<file path="config.mk">
export PLATFORM = sky130hd
export DESIGN_NAME = cmcr_top
export DESIGN_NICKNAME = d
export VERILOG_FILES = /design/src/cmcr_pkg.sv /design/src/cmcr_timer_if.sv /design/src/cmcr_delay_timer.sv /design/src/cmcr_top.sv
export VERILOG_INCLUDE_DIRS = /design/src /design/src/src
export SDC_FILE = /design/constraint.sdc
export NUM_CORES = 1
export LEC_CHECK = 0
export BUFFER_PORTS_ARGS = -buffer_cell sky130_fd_sc_hd__buf_4
export CAP_MARGIN = 20
export CORE_UTILIZATION = 53
export DETAILED_ROUTE_END_ITERATION = 16
export PLACE_DENSITY = 0.88
export REMOVE_ABC_BUFFERS = 1
export SYNTH_ARGS = -nofsm -noshare
export SYNTH_HDL_FRONTEND = slang
export SYNTH_SLANG_ARGS = --single-unit
</file>
<file path="constraint.sdc">
create_clock -name aclk -period 2 [get_ports aclk]
set_clock_uncertainty 0.1 [all_clocks]
set_input_delay 0.2 -clock aclk [delete_from_list [all_inputs] [get_ports aclk]]
set_output_delay 0.2 -clock aclk [all_outputs]
set_load 0.01 [all_outputs]
</file>
<file path="src/cmcr_consts.svh">
/*
  Offsets, field positions, reset values and timing counts of the
  converter mode configuration register bank.
  Assumes a 25 MHz register clock and a 32-bit AXI4-Lite slave port.
*/
`ifndef CMCR_CONSTS_SVH
`define CMCR_CONSTS_SVH

////////////////////////////////////////////////////////////////////////////////
// Register indices and byte addresses
`define CMCR_IDX_CHOP_CONV      8'h03
`define CMCR_IDX_PIN_CON_DIR    8'h04
`define CMCR_IDX_PWR_PIN_DAT    8'h05
`define CMCR_IDX_REF_SEL        8'h06
`define CMCR_IDX_BLOCK_STATUS   8'h10
`define CMCR_ADDR(idx)          ((idx) << 2)

////////////////////////////////////////////////////////////////////////////////
// Reset values
`define CMCR_RST_CHOP_CONV      8'h01
`define CMCR_RST_PIN_CON_DIR    8'h00
`define CMCR_RST_PWR_PIN_DAT    8'h00
`define CMCR_RST_REF_SEL        8'h05

////////////////////////////////////////////////////////////////////////////////
// Field positions
`define CMCR_CHOP_HI            6
`define CMCR_CHOP_LO            5
`define CMCR_CONV_BIT           4
`define CMCR_CON_HI             7
`define CMCR_CON_LO             4
`define CMCR_SOFT_POWER_DOWN_BIT           7
`define CMCR_STAT_BIT           6
`define CMCR_CHK_BIT            5
`define CMCR_ARST_BIT           4
`define CMCR_REF_MASK           8'h1f
`define CMCR_CHOP_MASK          8'h7f
`define CMCR_DLY_MAX_CODE       4'hd

////////////////////////////////////////////////////////////////////////////////
// Start delays in ns, counts at the 25 MHz register clock
`define CMCR_CLK_MHZ            25
`define CMCR_NS2CYC(ns)         ((((ns) * `CMCR_CLK_MHZ) + 999) / 1000)
`define CMCR_DLY_00_NS          0
`define CMCR_DLY_01_NS          50000
`define CMCR_DLY_02_NS          59000
`define CMCR_DLY_03_NS          67000
`define CMCR_DLY_04_NS          85000
`define CMCR_DLY_05_NS          119000
`define CMCR_DLY_06_NS          189000
`define CMCR_DLY_07_NS          328000
`define CMCR_DLY_08_NS          605000
`define CMCR_DLY_09_NS          1160000
`define CMCR_DLY_10_NS          2270000
`define CMCR_DLY_11_NS          4490000
`define CMCR_DLY_12_NS          8930000
`define CMCR_DLY_13_NS          17800000

`endif

</file>
<file path="src/cmcr_pkg.sv">
/*
  Types of the converter mode configuration register bank.
  Assumes nothing beyond a SystemVerilog package scope.
*/
package cmcr_pkg;

  // Conversion sequencer states, Gray coded along idle-delay-convert
  typedef enum logic [1:0]
  {
    CMCR_IDLE    = 2'b00,
    CMCR_DELAY   = 2'b01,
    CMCR_CONVERT = 2'b11
  } cmcr_state_t;

  // Chop field codes
  typedef enum logic [1:0]
  {
    CMCR_CHOP_NORMAL = 2'b00,
    CMCR_CHOP_ON     = 2'b01,
    CMCR_AC_2WIRE    = 2'b10,
    CMCR_AC_4WIRE    = 2'b11
  } cmcr_chop_t;

  // Register select from the address decoder
  typedef enum logic [2:0]
  {
    CMCR_SEL_NONE = 3'h0,
    CMCR_SEL_CHOP = 3'h1,
    CMCR_SEL_PIN  = 3'h2,
    CMCR_SEL_PWR  = 3'h3,
    CMCR_SEL_REF  = 3'h4,
    CMCR_SEL_STAT = 3'h5
  } cmcr_sel_t;

endpackage

</file>
<file path="src/cmcr_timer_if.sv">
/*
  Carrier between the register bank and its start-delay timer.
  Assumes both ends run on the same clock.
*/
interface cmcr_timer_if #(
  parameter int unsigned CNT_W = 19
);
  logic             load;        // One-cycle request to start a delay
  logic [CNT_W-1:0] load_count;  // Delay length in clock cycles
  logic             busy;        // Delay running
  logic             done;        // One-cycle pulse at the delay end

  modport master (output load, output load_count, input busy, input done);
  modport slave  (input load, input load_count, output busy, output done);
endinterface

</file>
<file path="src/cmcr_delay_timer.sv">
/*
  Down-counter that times the conversion-start delay.
  Assumes a load count of one or more and a single clock domain.
*/
module cmcr_delay_timer #(
  parameter int unsigned CNT_W = 19
) (
  input  wire logic  aclk,
  input  wire logic  aresetn,
  cmcr_timer_if.slave tmr
);

  logic [CNT_W-1:0] count_r;  // Cycles left
  logic             done_r;   // End pulse

  if (CNT_W < 2)
  begin : g_chk
    $error("cmcr_delay_timer: CNT_W too small");
  end

  ////////////////////////////////////////////////////////////////////////////////
  // Load, count down, stop at zero
  always_ff @(posedge aclk)
  begin
    if (!aresetn)
      count_r <= '0;
    else if (tmr.load)
      count_r <= tmr.load_count;
    else if (count_r != '0)
      count_r <= count_r - 1'b1;
  end

  // Pulse when the last cycle runs out, N cycles after the load edge
  always_ff @(posedge aclk)
  begin
    if (!aresetn)
      done_r <= 1'b0;
    else
      done_r <= !tmr.load && (count_r == {{(CNT_W-1){1'b0}}, 1'b1});
  end

  assign tmr.busy = (count_r != '0);
  assign tmr.done = done_r;

endmodule

</file>
<file path="src/cmcr_top.sv">
/*
  Converter mode configuration register bank with its conversion-start
  sequencer, general-purpose pin control and check-error flag.
  Assumes an AXI4-Lite master on aclk, core strobes on aclk and pin
  inputs from outside the clock domain.
*/
`include "cmcr_consts.svh"

module cmcr_top #(
  parameter int unsigned ADDR_W        = 8,     // AXI byte address width
  parameter bit          LARGE_VARIANT = 1'b1,  // AC excitation available
  parameter int unsigned CNT_W         = 19,    // Delay counter width
  // Start-delay lengths in cycles for codes 0 to 13
  parameter int unsigned DELAY_CYC [14] = '{
    1,
    `CMCR_NS2CYC(`CMCR_DLY_01_NS), `CMCR_NS2CYC(`CMCR_DLY_02_NS),
    `CMCR_NS2CYC(`CMCR_DLY_03_NS), `CMCR_NS2CYC(`CMCR_DLY_04_NS),
    `CMCR_NS2CYC(`CMCR_DLY_05_NS), `CMCR_NS2CYC(`CMCR_DLY_06_NS),
    `CMCR_NS2CYC(`CMCR_DLY_07_NS), `CMCR_NS2CYC(`CMCR_DLY_08_NS),
    `CMCR_NS2CYC(`CMCR_DLY_09_NS), `CMCR_NS2CYC(`CMCR_DLY_10_NS),
    `CMCR_NS2CYC(`CMCR_DLY_11_NS), `CMCR_NS2CYC(`CMCR_DLY_12_NS),
    `CMCR_NS2CYC(`CMCR_DLY_13_NS)}
) (
  input  wire logic              aclk,
  input  wire logic              aresetn,
  input  wire logic [ADDR_W-1:0] s_axi_awaddr,
  input  wire logic [2:0]        s_axi_awprot,
  input  wire logic              s_axi_awvalid,
  output logic                   s_axi_awready,
  input  wire logic [31:0]       s_axi_wdata,
  input  wire logic [3:0]        s_axi_wstrb,
  input  wire logic              s_axi_wvalid,
  output logic                   s_axi_wready,
  output logic [1:0]             s_axi_bresp,
  output logic                   s_axi_bvalid,
  input  wire logic              s_axi_bready,
  input  wire logic [ADDR_W-1:0] s_axi_araddr,
  input  wire logic [2:0]        s_axi_arprot,
  input  wire logic              s_axi_arvalid,
  output logic                   s_axi_arready,
  output logic [31:0]            s_axi_rdata,
  output logic [1:0]             s_axi_rresp,
  output logic                   s_axi_rvalid,
  input  wire logic              s_axi_rready,
  input  wire logic              conv_start,
  input  wire logic              conv_done,
  input  wire logic              check_error_detect,
  output logic                   conv_delay_active,
  output logic                   conv_running,
  output logic                   chop_enable,
  output logic                   ac_excite_2wire,
  output logic                   ac_excite_4wire,
  output logic                   soft_power_down,
  output logic                   status_byte_enable,
  output logic                   check_code_enable,
  output logic                   serial_auto_reset_enable,
  output logic                   internal_ref_enable,
  output logic [1:0]             ref_pos_select,
  output logic [1:0]             ref_neg_select,
  output logic [3:0]             pin_analog_connect,
  input  wire logic [3:0]        pin_i,
  output logic [3:0]             pin_o,
  output logic [3:0]             pin_oe
);

  ////////////////////////////////////////////////////////////////////////////////
  // Elaboration checks
  if (ADDR_W < 8)
  begin : g_chk_addr
    $error("cmcr_top: ADDR_W below 8");
  end
  for (genvar gi = 0; gi < 14; gi++)
  begin : g_chk_cyc
    if ((DELAY_CYC[gi] < 1) || (DELAY_CYC[gi] >= (64'd1 << CNT_W)))
    begin : g_bad
      $error("cmcr_top: delay count does not fit CNT_W");
    end
  end

  ////////////////////////////////////////////////////////////////////////////////
  // Functions

  // Byte address to register select; unaligned or unknown gives none
  function automatic cmcr_pkg::cmcr_sel_t cmcr_decode(input logic [ADDR_W-1:0] addr);
    cmcr_pkg::cmcr_sel_t sel;
    sel = cmcr_pkg::CMCR_SEL_NONE;
    if (addr == ADDR_W'(`CMCR_ADDR(`CMCR_IDX_CHOP_CONV)))
      sel = cmcr_pkg::CMCR_SEL_CHOP;
    else if (addr == ADDR_W'(`CMCR_ADDR(`CMCR_IDX_PIN_CON_DIR)))
      sel = cmcr_pkg::CMCR_SEL_PIN;
    else if (addr == ADDR_W'(`CMCR_ADDR(`CMCR_IDX_PWR_PIN_DAT)))
      sel = cmcr_pkg::CMCR_SEL_PWR;
    else if (addr == ADDR_W'(`CMCR_ADDR(`CMCR_IDX_REF_SEL)))
      sel = cmcr_pkg::CMCR_SEL_REF;
    else if (addr == ADDR_W'(`CMCR_ADDR(`CMCR_IDX_BLOCK_STATUS)))
      sel = cmcr_pkg::CMCR_SEL_STAT;
    return sel;
  endfunction

  // Delay code to table index; reserved codes fall back to the longest
  function automatic logic [3:0] cmcr_delay_index(input logic [3:0] code);
    return (code > `CMCR_DLY_MAX_CODE) ? `CMCR_DLY_MAX_CODE : code;
  endfunction

  ////////////////////////////////////////////////////////////////////////////////
  // Declarations
  logic [7:0]  chop_conv_r;       // Chop, conversion mode, delay code
  logic [7:0]  pin_con_dir_r;     // Pin connect and direction
  logic [7:0]  pwr_pin_dat_r;     // Power, interface and pin data
  logic [7:0]  ref_sel_r;         // Reference configuration
  logic        check_err_r;       // Sticky check-code error
  logic [3:0]  pin_meta_r;        // Pin synchroniser, first stage
  logic [3:0]  pin_sync_r;        // Pin synchroniser, second stage
  logic        aw_held_r;         // Write address captured
  logic        w_held_r;          // Write data captured
  logic [ADDR_W-1:0] aw_addr_r;   // Captured write address
  logic [7:0]  w_data_r;          // Captured low write byte
  logic        w_lane0_r;         // Low byte lane enabled
  logic        wr_fire;           // Register write this cycle
  cmcr_pkg::cmcr_sel_t wr_sel;    // Write target
  cmcr_pkg::cmcr_sel_t rd_sel;    // Read target
  logic [7:0]  rd_byte;           // Read data before the output flop
  cmcr_pkg::cmcr_state_t state_r; // Sequencer state
  cmcr_pkg::cmcr_state_t state_nxt;
  logic        start_ok;          // Start request outside power-down this cycle

  cmcr_timer_if #(.CNT_W(CNT_W)) tmr ();

  ////////////////////////////////////////////////////////////////////////////////
  // AXI4-Lite write channel
  assign wr_fire = aw_held_r && w_held_r && !s_axi_bvalid;
  assign wr_sel  = cmcr_decode(aw_addr_r);

  // Address and data taken in either order, released after the response
  always_ff @(posedge aclk)
  begin
    if (!aresetn)
    begin
      aw_held_r     <= 1'b0;
      w_held_r      <= 1'b0;
      aw_addr_r     <= '0;
      w_data_r      <= 8'h00;
      w_lane0_r     <= 1'b0;
      s_axi_awready <= 1'b0;
      s_axi_wready  <= 1'b0;
      s_axi_bvalid  <= 1'b0;
      s_axi_bresp   <= 2'h0;
    end
    else
    begin
      if (s_axi_awvalid && s_axi_awready)
      begin
        aw_held_r     <= 1'b1;
        aw_addr_r     <= s_axi_awaddr;
        s_axi_awready <= 1'b0;
      end
      else if (!aw_held_r)
        s_axi_awready <= 1'b1;
      if (s_axi_wvalid && s_axi_wready)
      begin
        w_held_r     <= 1'b1;
        w_data_r     <= s_axi_wdata[7:0];
        w_lane0_r    <= s_axi_wstrb[0];
        s_axi_wready <= 1'b0;
      end
      else if (!w_held_r)
        s_axi_wready <= 1'b1;
      // Response once both halves are in; unmapped answers SLVERR
      if (wr_fire)
      begin
        s_axi_bvalid <= 1'b1;
        s_axi_bresp  <= (wr_sel == cmcr_pkg::CMCR_SEL_NONE) ? 2'h2 : 2'h0;
      end
      else if (s_axi_bvalid && s_axi_bready)
      begin
        s_axi_bvalid <= 1'b0;
        aw_held_r    <= 1'b0;
        w_held_r     <= 1'b0;
      end
    end
  end

  ////////////////////////////////////////////////////////////////////////////////
  // Register storage
  always_ff @(posedge aclk)
  begin
    if (!aresetn)
    begin
      chop_conv_r   <= `CMCR_RST_CHOP_CONV;
      pin_con_dir_r <= `CMCR_RST_PIN_CON_DIR;
      pwr_pin_dat_r <= `CMCR_RST_PWR_PIN_DAT;
      ref_sel_r     <= `CMCR_RST_REF_SEL;
    end
    else if (wr_fire && w_lane0_r)
    begin
      case (wr_sel)
        cmcr_pkg::CMCR_SEL_CHOP: chop_conv_r   <= w_data_r & `CMCR_CHOP_MASK;
        cmcr_pkg::CMCR_SEL_PIN:  pin_con_dir_r <= w_data_r;
        cmcr_pkg::CMCR_SEL_PWR:  pwr_pin_dat_r <= w_data_r;
        cmcr_pkg::CMCR_SEL_REF:  ref_sel_r     <= w_data_r & `CMCR_REF_MASK;
        default:                 ;
      endcase
    end
  end

  // Sticky error: detection wins over a write-one clear in the same cycle
  always_ff @(posedge aclk)
  begin
    if (!aresetn)
      check_err_r <= 1'b0;
    else if (check_error_detect && pwr_pin_dat_r[`CMCR_CHK_BIT])
      check_err_r <= 1'b1;
    else if (wr_fire && w_lane0_r && (wr_sel == cmcr_pkg::CMCR_SEL_STAT) && w_data_r[0])
      check_err_r <= 1'b0;
  end

  ////////////////////////////////////////////////////////////////////////////////
  // AXI4-Lite read channel
  assign rd_sel = cmcr_decode(s_axi_araddr);

  // Read data mux
  always_comb
  begin
    case (rd_sel)
      cmcr_pkg::CMCR_SEL_CHOP: rd_byte = chop_conv_r;
      cmcr_pkg::CMCR_SEL_PIN:  rd_byte = pin_con_dir_r;
      cmcr_pkg::CMCR_SEL_PWR:  rd_byte = {pwr_pin_dat_r[7:4], pin_sync_r};
      cmcr_pkg::CMCR_SEL_REF:  rd_byte = ref_sel_r;
      cmcr_pkg::CMCR_SEL_STAT: rd_byte = {4'h0, tmr.busy, conv_running,
                                          conv_delay_active, check_err_r};
      default:                 rd_byte = 8'h00;
    endcase
  end

  // One read at a time, answer the cycle after the address is taken
  always_ff @(posedge aclk)
  begin
    if (!aresetn)
    begin
      s_axi_arready <= 1'b0;
      s_axi_rvalid  <= 1'b0;
      s_axi_rdata   <= 32'h0000_0000;
      s_axi_rresp   <= 2'h0;
    end
    else if (s_axi_arvalid && s_axi_arready)
    begin
      s_axi_arready <= 1'b0;
      s_axi_rvalid  <= 1'b1;
      s_axi_rdata   <= {24'h00_0000, rd_byte};
      s_axi_rresp   <= (rd_sel == cmcr_pkg::CMCR_SEL_NONE) ? 2'h2 : 2'h0;
    end
    else if (s_axi_rvalid && s_axi_rready)
      s_axi_rvalid  <= 1'b0;
    else if (!s_axi_rvalid)
      s_axi_arready <= 1'b1;
  end

  ////////////////////////////////////////////////////////////////////////////////
  // Conversion-start sequencer
  // power-down blocks starts
  assign start_ok = conv_start && !pwr_pin_dat_r[`CMCR_SOFT_POWER_DOWN_BIT];

  assign tmr.load       = (state_r == cmcr_pkg::CMCR_IDLE) && start_ok
                          || (state_r == cmcr_pkg::CMCR_CONVERT) && conv_done
                             && !chop_conv_r[`CMCR_CONV_BIT]
                             && !pwr_pin_dat_r[`CMCR_SOFT_POWER_DOWN_BIT];
  assign tmr.load_count = CNT_W'(DELAY_CYC[cmcr_delay_index(chop_conv_r[3:0])]);

  cmcr_delay_timer #(
    .CNT_W   (CNT_W)
  ) u_delay (
    .aclk    (aclk),
    .aresetn (aresetn),
    .tmr     (tmr)
  );

  // Next state
  always_comb
  begin
    state_nxt = state_r;
    case (state_r)
      cmcr_pkg::CMCR_IDLE:
        if (start_ok)
          state_nxt = cmcr_pkg::CMCR_DELAY;
      cmcr_pkg::CMCR_DELAY:
        if (tmr.done)
          state_nxt = cmcr_pkg::CMCR_CONVERT;
      cmcr_pkg::CMCR_CONVERT:
        if (conv_done)
        begin
          if (chop_conv_r[`CMCR_CONV_BIT])
            state_nxt = cmcr_pkg::CMCR_IDLE;
          else
            state_nxt = cmcr_pkg::CMCR_DELAY;
        end
      default:
        state_nxt = cmcr_pkg::CMCR_IDLE;
    endcase
    if (pwr_pin_dat_r[`CMCR_SOFT_POWER_DOWN_BIT])
      state_nxt = cmcr_pkg::CMCR_IDLE;
  end

  // State and its registered flags
  always_ff @(posedge aclk)
  begin
    if (!aresetn)
    begin
      state_r           <= cmcr_pkg::CMCR_IDLE;
      conv_delay_active <= 1'b0;
      conv_running      <= 1'b0;
    end
    else
    begin
      state_r           <= state_nxt;
      conv_delay_active <= (state_nxt == cmcr_pkg::CMCR_DELAY);
      conv_running      <= (state_nxt == cmcr_pkg::CMCR_CONVERT);
    end
  end

  ////////////////////////////////////////////////////////////////////////////////
  // Mode and interface outputs
  always_ff @(posedge aclk)
  begin
    if (!aresetn)
    begin
      chop_enable              <= 1'b0;
      ac_excite_2wire          <= 1'b0;
      ac_excite_4wire          <= 1'b0;
      soft_power_down          <= 1'b0;
      status_byte_enable       <= 1'b0;
      check_code_enable        <= 1'b0;
      serial_auto_reset_enable <= 1'b0;
      internal_ref_enable      <= 1'b0;
      ref_pos_select           <= 2'h1;
      ref_neg_select           <= 2'h1;
    end
    else
    begin
      chop_enable     <= (chop_conv_r[`CMCR_CHOP_HI:`CMCR_CHOP_LO] == cmcr_pkg::CMCR_CHOP_ON);
      ac_excite_2wire <= LARGE_VARIANT
                         && (chop_conv_r[`CMCR_CHOP_HI:`CMCR_CHOP_LO] == cmcr_pkg::CMCR_AC_2WIRE);
      ac_excite_4wire <= LARGE_VARIANT
                         && (chop_conv_r[`CMCR_CHOP_HI:`CMCR_CHOP_LO] == cmcr_pkg::CMCR_AC_4WIRE);
      soft_power_down          <= pwr_pin_dat_r[`CMCR_SOFT_POWER_DOWN_BIT];
      status_byte_enable       <= pwr_pin_dat_r[`CMCR_STAT_BIT];
      check_code_enable        <= pwr_pin_dat_r[`CMCR_CHK_BIT];
      serial_auto_reset_enable <= pwr_pin_dat_r[`CMCR_ARST_BIT];
      internal_ref_enable      <= ref_sel_r[4];
      ref_pos_select           <= ref_sel_r[3:2];
      ref_neg_select           <= ref_sel_r[1:0];
    end
  end

  ////////////////////////////////////////////////////////////////////////////////
  // General-purpose pins
  // Two-stage synchroniser on the pin levels
  always_ff @(posedge aclk)
  begin
    if (!aresetn)
    begin
      pin_meta_r <= 4'h0;
      pin_sync_r <= 4'h0;
    end
    else
    begin
      pin_meta_r <= pin_i;
      pin_sync_r <= pin_meta_r;
    end
  end

  // Pin drive: only connected pins set as outputs are driven
  always_ff @(posedge aclk)
  begin
    if (!aresetn)
    begin
      pin_analog_connect <= 4'h0;
      pin_o              <= 4'h0;
      pin_oe             <= 4'h0;
    end
    else
    begin
      pin_analog_connect <= pin_con_dir_r[`CMCR_CON_HI:`CMCR_CON_LO];
      pin_o              <= pwr_pin_dat_r[3:0];
      pin_oe             <= pin_con_dir_r[`CMCR_CON_HI:`CMCR_CON_LO] & ~pin_con_dir_r[3:0];
    end
  end

endmodule

</file>
==> results of run 1 <==
flip-flops by register name (all words and copies together), names as in the netlist, 2 cells and up:
name / flops
pin_oe: 4
w_data_r: 8
ref_neg_select: 2
pin_sync_r: 4
s_axi_rdata: 8
pin_analog_connect: 4
pin_meta_r: 4
pin_o: 4
state_r: 2
u_delay.count_r: 19
aw_addr_r: 8
pin_con_dir_r: 8
pwr_pin_dat_r: 8
chop_conv_r: 7
ref_sel_r: 5
ref_pos_select: 2
stage by stage:
stage                     power [mW]   TNS, ns   util  setup slack, ns
final                           6.22         0  0.703           0.0866
after global routing            6.43         0  0.703          0.00394
after CTS                       6.20         0  0.702           0.0499
after detailed placement        3.27  -0.00650  0.615         -0.00433
after global placement          3.24         0  0.615           0.0582
after floorplan                 2.98         0      -           0.0760
cells by family (layout without fill, tap and decap cells):
kind of cell	Yosys count	in the layout	synth area share
other cells	1	26	0.000711
fa+ha+maj	2	2	0.00475
flops	119	119	0.452
buf+inv	67	171	0.0695
compound gates	127	127	0.154
simple gates	241	241	0.243
mux	29	29	0.0553
xor+xnor	13	13	0.0216
what timing repair did:
item                                   in CTS  in global routing
hold buffers                               28                  0
endpoints found under the hold margin      31                  0
pin swaps                                   0                  1
gates resized for setup                     1                  2
setup endpoints to repair                   9                 16
power groups by stage:
stage          clock, mW  sequential (mW)  combinational [mW]
2_1_floorplan          0             2.59               0.383
3_3_place_gp           0             2.60               0.640
3_5_place_dp           0             2.60               0.668
4_1_cts             2.91             2.56               0.734
5_1_grt             3.03             2.57               0.823
6_report            2.90             2.56               0.751
final cells by class:
cell class / instances / area [µm²]
fill: 703 / 2890
multi-input combinational: 438 / 2640
sequential: 119 / 2380
timing repair buffer: 129 / 1050
clock buffer: 19 / 422
tap: 133 / 166
clock inverter: 11 / 134
inverter: 12 / 45.0
final timing paths:
path,end,depth (start not counted),startpoint
setup / recovery,u_delay.count_r[18],5,u_delay.count_r[11]
hold / removal,u_delay.count_r[18],2,aresetn
setup reg to reg,u_delay.count_r[18],5,u_delay.count_r[11]
hold reg to reg,pin_sync_r[2],1,pin_meta_r[2]
layout by cell type (no fill, tap or decap), types with 3 or more instances in the layout:
cell and n:
nor3_1 11, or4_1 3, o2bb2ai_1 3, o21a_1 5
a221oi_1 4, nor3b_1 4, and3_1 5, nand2b_1 6
a21boi_0 20, inv_1 12, dfxtp_1 119, a31oi_1 5
buf_4 100, a22o_1 3, and3b_1 4, a211oi_1 6
xor2_1 5, nand2_1 80, nand4_1 4, a21oi_1 21
nand3_1 12, bufinv_16 3, nor2_1 39, o22ai_1 10
conb_1 26, and2_1 26, mux2i_1 28, clkbuf_16 16
dlygate4sd3_1 28, o21ai_0 37, clkinv_2 7, xnor2_1 8
nor2b_1 25
per-layer routing:
metal / vias to the layer above / track usage / wire, µm
met3: 35 / 0.0821 / 1020
met2: 215 / 0.510 / 7290
met4: 0 / 0.136 / 320
met5: - / 0 / 0
li1: 2258 / - / -
met1: 2210 / 0.309 / 5440
==> results.toml, run 1 <==
[clock_network]
clockRootBuffer = "clkbuf_8"
clk_pin_slew_worst_paths_ns = 0.05
tritoncts = "yes"
clock-sinks = 119
clk_path_buf_depth = 2
clock_latency_ns = 0.52
post_cts_buffers = 0
htreeDepth = 4
cts_buffers = 17

[worst_setup_path]
worst_setup_path_start_kind = "flop"
cpPeakStageDelay_ns = 0.60
path_buf_inv = 0
path_cells = "or4_1 -> or3_1 -> nor2_1 -> a21oi_1 -> o21a_1"
r2r_slack_ns = 0.09
cp.arrival_ns = 2.23
slowest_stage = "or4_1"
critPathTopFamily = "simple AND/OR/NAND/NOR gates"
worst_setup_path_end_kind = "flop"
worst-setup-path-type = "flop to flop"
critPathRequiredTime_ns = 2.32
path_max_fanout = 6

[sta]
report.final.setup_viol = 0
fin_crit_sh = 0.957
fmax_mhz = 523
rsz0062_at_grt = "no"
maxSlewHeadroom = 0.615
finalMaxSlewViolations = 0
min_period_ns = 1.91
whs_ns = 0.0604
tightest_slew_ns = 0.570
final_hold_viol_count = 0

[global_route]
grt_pass1_wl_um = 22200
grt_max_degree = 47
grt_pass1_vias = 4652
antenna_found_initial = 0
overflow = 0
track_usage = 0.285

[drt]
ant_nets = 0
wl_per_cell_um = 16.4
dr.pass1.iters = 4
drt_iter0_drc = 236
vias = 4718
drcViolationCount = 0
wirelength_um = 14100
via_per_inst = 5.48

[job]
drv_cap = 0

[placed_design]
hpwl_um = 8920
place_inst = 803
placed_area_um2 = 5980
port_buffers = 79
routabilityCongestion = 0.893

[floorplanning]
floorplan.initialDensity = 0.542
design.die.area_um2 = 10400
rows = 36
die_w_um = 102
coreArea_um2 = 9730
die_h_um = 102
ioPinCount = 139

[yosys]
yosys_warnings = 0
synth_top_cell_by_area = "dfxtp_1"
synth_top_area_frac = 0.452
synth_area_leaders = "dfxtp_1 45%, nand2_1 5.7%, mux2i_1 5.3%, buf_4 3.7%, o21ai_0 3.5%"
synth_area_um2 = 5270
synth_area_per_cell_um2 = 8.80
async_flop_share = 0
yosys-top-cells-count = "119 x dfxtp_1, 80 x nand2_1, 39 x nor2_1, 37 x o21ai_0, 28 x mux2i_1"
synth.most_common_cell = "dfxtp_1"
synth_cell_types = 60
synth-edff-count = 0
syn_inst = 599
yosys_register_bits = 119
synth-seq-area-share = 0.452
synth_ff_type = "dfxtp_1"

[hold_path]
hold_class = "primary input to flop"

[pwr]
combPwrFrac = 0.121
cellLeakagePower_nw = 2.86
p_sw_mw = 1.53
pwr-share-seq = 0.412
internal-power_mw = 4.69
p_clk_frac = 0.467
power_density_nw_per_um2 = 909
netSwitchingFraction = 0.246
ir_worst_vdd_mv = 0.525

[finish]
design_area_um2 = 6840
nets = 791
final_cells = 861
diodes = 0
synthToLayoutAreaGrowth_pct = 29.7
drive_above_1_share = 0.201

[outcome]
status = "finished clean"
Power figures use the tool's default switching activity.
==> run 2, diff against run 1 <==
--- a/config.mk
+++ b/config.mk
@@ -8,9 +8,10 @@
 export LEC_CHECK = 0
 export BUFFER_PORTS_ARGS = -buffer_cell sky130_fd_sc_hd__buf_4
 export CAP_MARGIN = 20
-export CORE_UTILIZATION = 53
+export CORE_UTILIZATION = 55
+export CTS_BUF_LIST = sky130_fd_sc_hd__clkbuf_4 sky130_fd_sc_hd__clkbuf_8
 export DETAILED_ROUTE_END_ITERATION = 16
-export PLACE_DENSITY = 0.88
+export PLACE_DENSITY = 0.91
 export REMOVE_ABC_BUFFERS = 1
 export SYNTH_ARGS = -nofsm -noshare
 export SYNTH_HDL_FRONTEND = slang
==> results.toml, run 2 (synthesis results as in run 1) <==
[outcome]
status = "finished clean"

[placed_design]
hpwl_um = 8950
place_inst = 806
port_buffers = 79
preCtsSetupSlack_ns = -0.0339
routabilityCongestion = 0.851

[sta]
maxSlewHeadroom = 0.627
tightest_slew_ns = 0.546
min_period_ns = 1.91
finalMaxSlewViolations = 0
fmax_mhz = 522
final.setup.tns_ns = 0
fin_crit_sh = 0.957
report.final.setup_viol = 0
rsz0062_at_grt = "no"
final_hold_viol_count = 0
finalWorstSetupSlack_ns = 0.0852
whs_ns = 0.0146

[drt]
drcViolationCount = 0
vias = 4758
ant_nets = 0
wl_per_cell_um = 15.6
drt_iter0_drc = 215
via_per_inst = 5.50
wirelength_um = 13500
dr.pass1.iters = 4

[clock_network]
clk_path_buf_depth = 2
clock-sinks = 119
post_cts_buffers = 0
clk_pin_slew_worst_paths_ns = 0.07
tritoncts = "yes"
clock_latency_ns = 0.44
clockRootBuffer = "clkbuf_8"
cts_buffers = 17
htreeDepth = 4

[pwr]
ir_worst_vdd_mv = 0.611
cellLeakagePower_nw = 2.81
power_density_nw_per_um2 = 815

[floorplanning]
coreArea_um2 = 9280
design.die.area_um2 = 9980
rows = 35
floorplan.initialDensity = 0.568
die_w_um = 99.9
die_h_um = 99.9
ioPinCount = 139

[worst_setup_path]
worst_setup_path_start_kind = "flop"
r2r_start = "aw_addr_r[0]"
r2r-end = "chop_conv_r[4]"
r2r_slack_ns = 0.09
rr_worst_depth = 5
cp.arrival_ns = 2.14
worst_setup_path_end_kind = "flop"
path_max_fanout = 7
worst-setup-path-type = "flop to flop"
critPathRequiredTime_ns = 2.23

[global_route]
antenna_found_initial = 0
grt_max_degree = 47
gr-usage-met1 = 0.307
use_met2 = 0.493
track_usage = 0.278
overflow = 0
grt_pass1_wl_um = 21300
grt_pass1_vias = 4660
globalRouteMet3Util = 0.0745
grt_busiest_layer = "met2"

[finish]
drive_above_1_share = 0.213
final_common_cell = "dfxtp_1"
layout_common_cells = "119 x dfxtp_1, 106 x buf_4, 79 x nand2_1, 39 x nor2_1, 37 x o21ai_0"
diodes = 0
multi_input_area_um2 = 2640
regMostFlops = "u_delay.count_r"
fillers = 648
largest_reg_flops = 19
nets = 797
final_cells = 865
synthToLayoutAreaGrowth_pct = 27.4
seq_area_um2 = 2380

[hold_path]
whs_endpoint = "s_axi_rdata[4]"
hold_class = "primary input to flop"
hold_start = "s_axi_araddr[6]"
holdPathStages = 4

[job]
drv_cap = 0
## run 2: cell types whose count changed in the layout (fill, tap and decap cells not counted), moves of 2 or more
cell        delta
buf_4          +6
clkbuf_1       -2
clkbuf_16     -16
clkbuf_4       +2
clkbuf_8      +17
clkinv_2       -2
clkinvlp_4     +2
## run 2: where the power goes
part           total [mW]  leakage, nW  internal, mW  switching [mW]
Sequential           2.56        0.968          2.46          0.0938
Clock                2.15        0.199          1.16           0.990
Combinational       0.771         1.64         0.382           0.389
## run 2: stage by stage
| stage | instance area (µm²) | power [mW] | util |
|---|---|---|---|
| floorplan | 5040 | 2.98 | - |
| global placement | 6040 | 3.27 | 0.651 |
| detailed placement | 6040 | 3.30 | 0.651 |
| CTS | 6710 | 5.46 | 0.723 |
| global route | 6720 | 5.68 | 0.724 |
| finish | 6720 | 5.48 | 0.724 |
## run 2: how the worst max path moves through the flow
stage                        from                  end  slack [ns]  depth (start not counted)
2_1_floorplan      chop_conv_r[4]  u_delay.count_r[15]        0.08                          4
3_3_place_gp   u_delay.count_r[0]  u_delay.count_r[14]        0.03                          6
3_5_place_dp   u_delay.count_r[1]  u_delay.count_r[11]       -0.03                          6
4_1_cts              aw_addr_r[0]       chop_conv_r[4]        0.04                          5
5_1_grt        u_delay.count_r[0]   u_delay.count_r[0]       0.005                          7
6_report             aw_addr_r[0]       chop_conv_r[4]        0.09                          5
## run 2: cell type report
type	instances	area share
inverters	12	0.00670
repair buffers	135	0.165
clock inverters	12	0.0188
flip-flops and latches	119	0.355
multi-input cells	438	0.392
well taps	129	0.0240
clock buffers	20	0.0391
## run 2: what timing repair did
| item | CTS | global route |
|---|---|---|
| hold buffers | 27 | 0 |
| hold endpoints to repair | 28 | 0 |
| pin swaps | 0 | 1 |
| setup endpoints to repair | 10 | 10 |
| gates cloned | 0 | 0 |
| resized for setup | 1 | 2 |
## run 2: metal layers
layer	vias up	routed length (µm)	part of all wire
met4	0	369	0.027
met2	200	6870	0.51
li1	2269	-	-
met1	2251	5360	0.40
met3	38	877	0.065
met5	-	0	0
## run 2: critical path, stage by stage (launching register included)
cell and delay [ns]:
dfxtp_1 0.34, nor4_4 0.34, nand3_4 0.15, or4_4 0.56
mux2i_1 0.24, nor2b_1 0.07
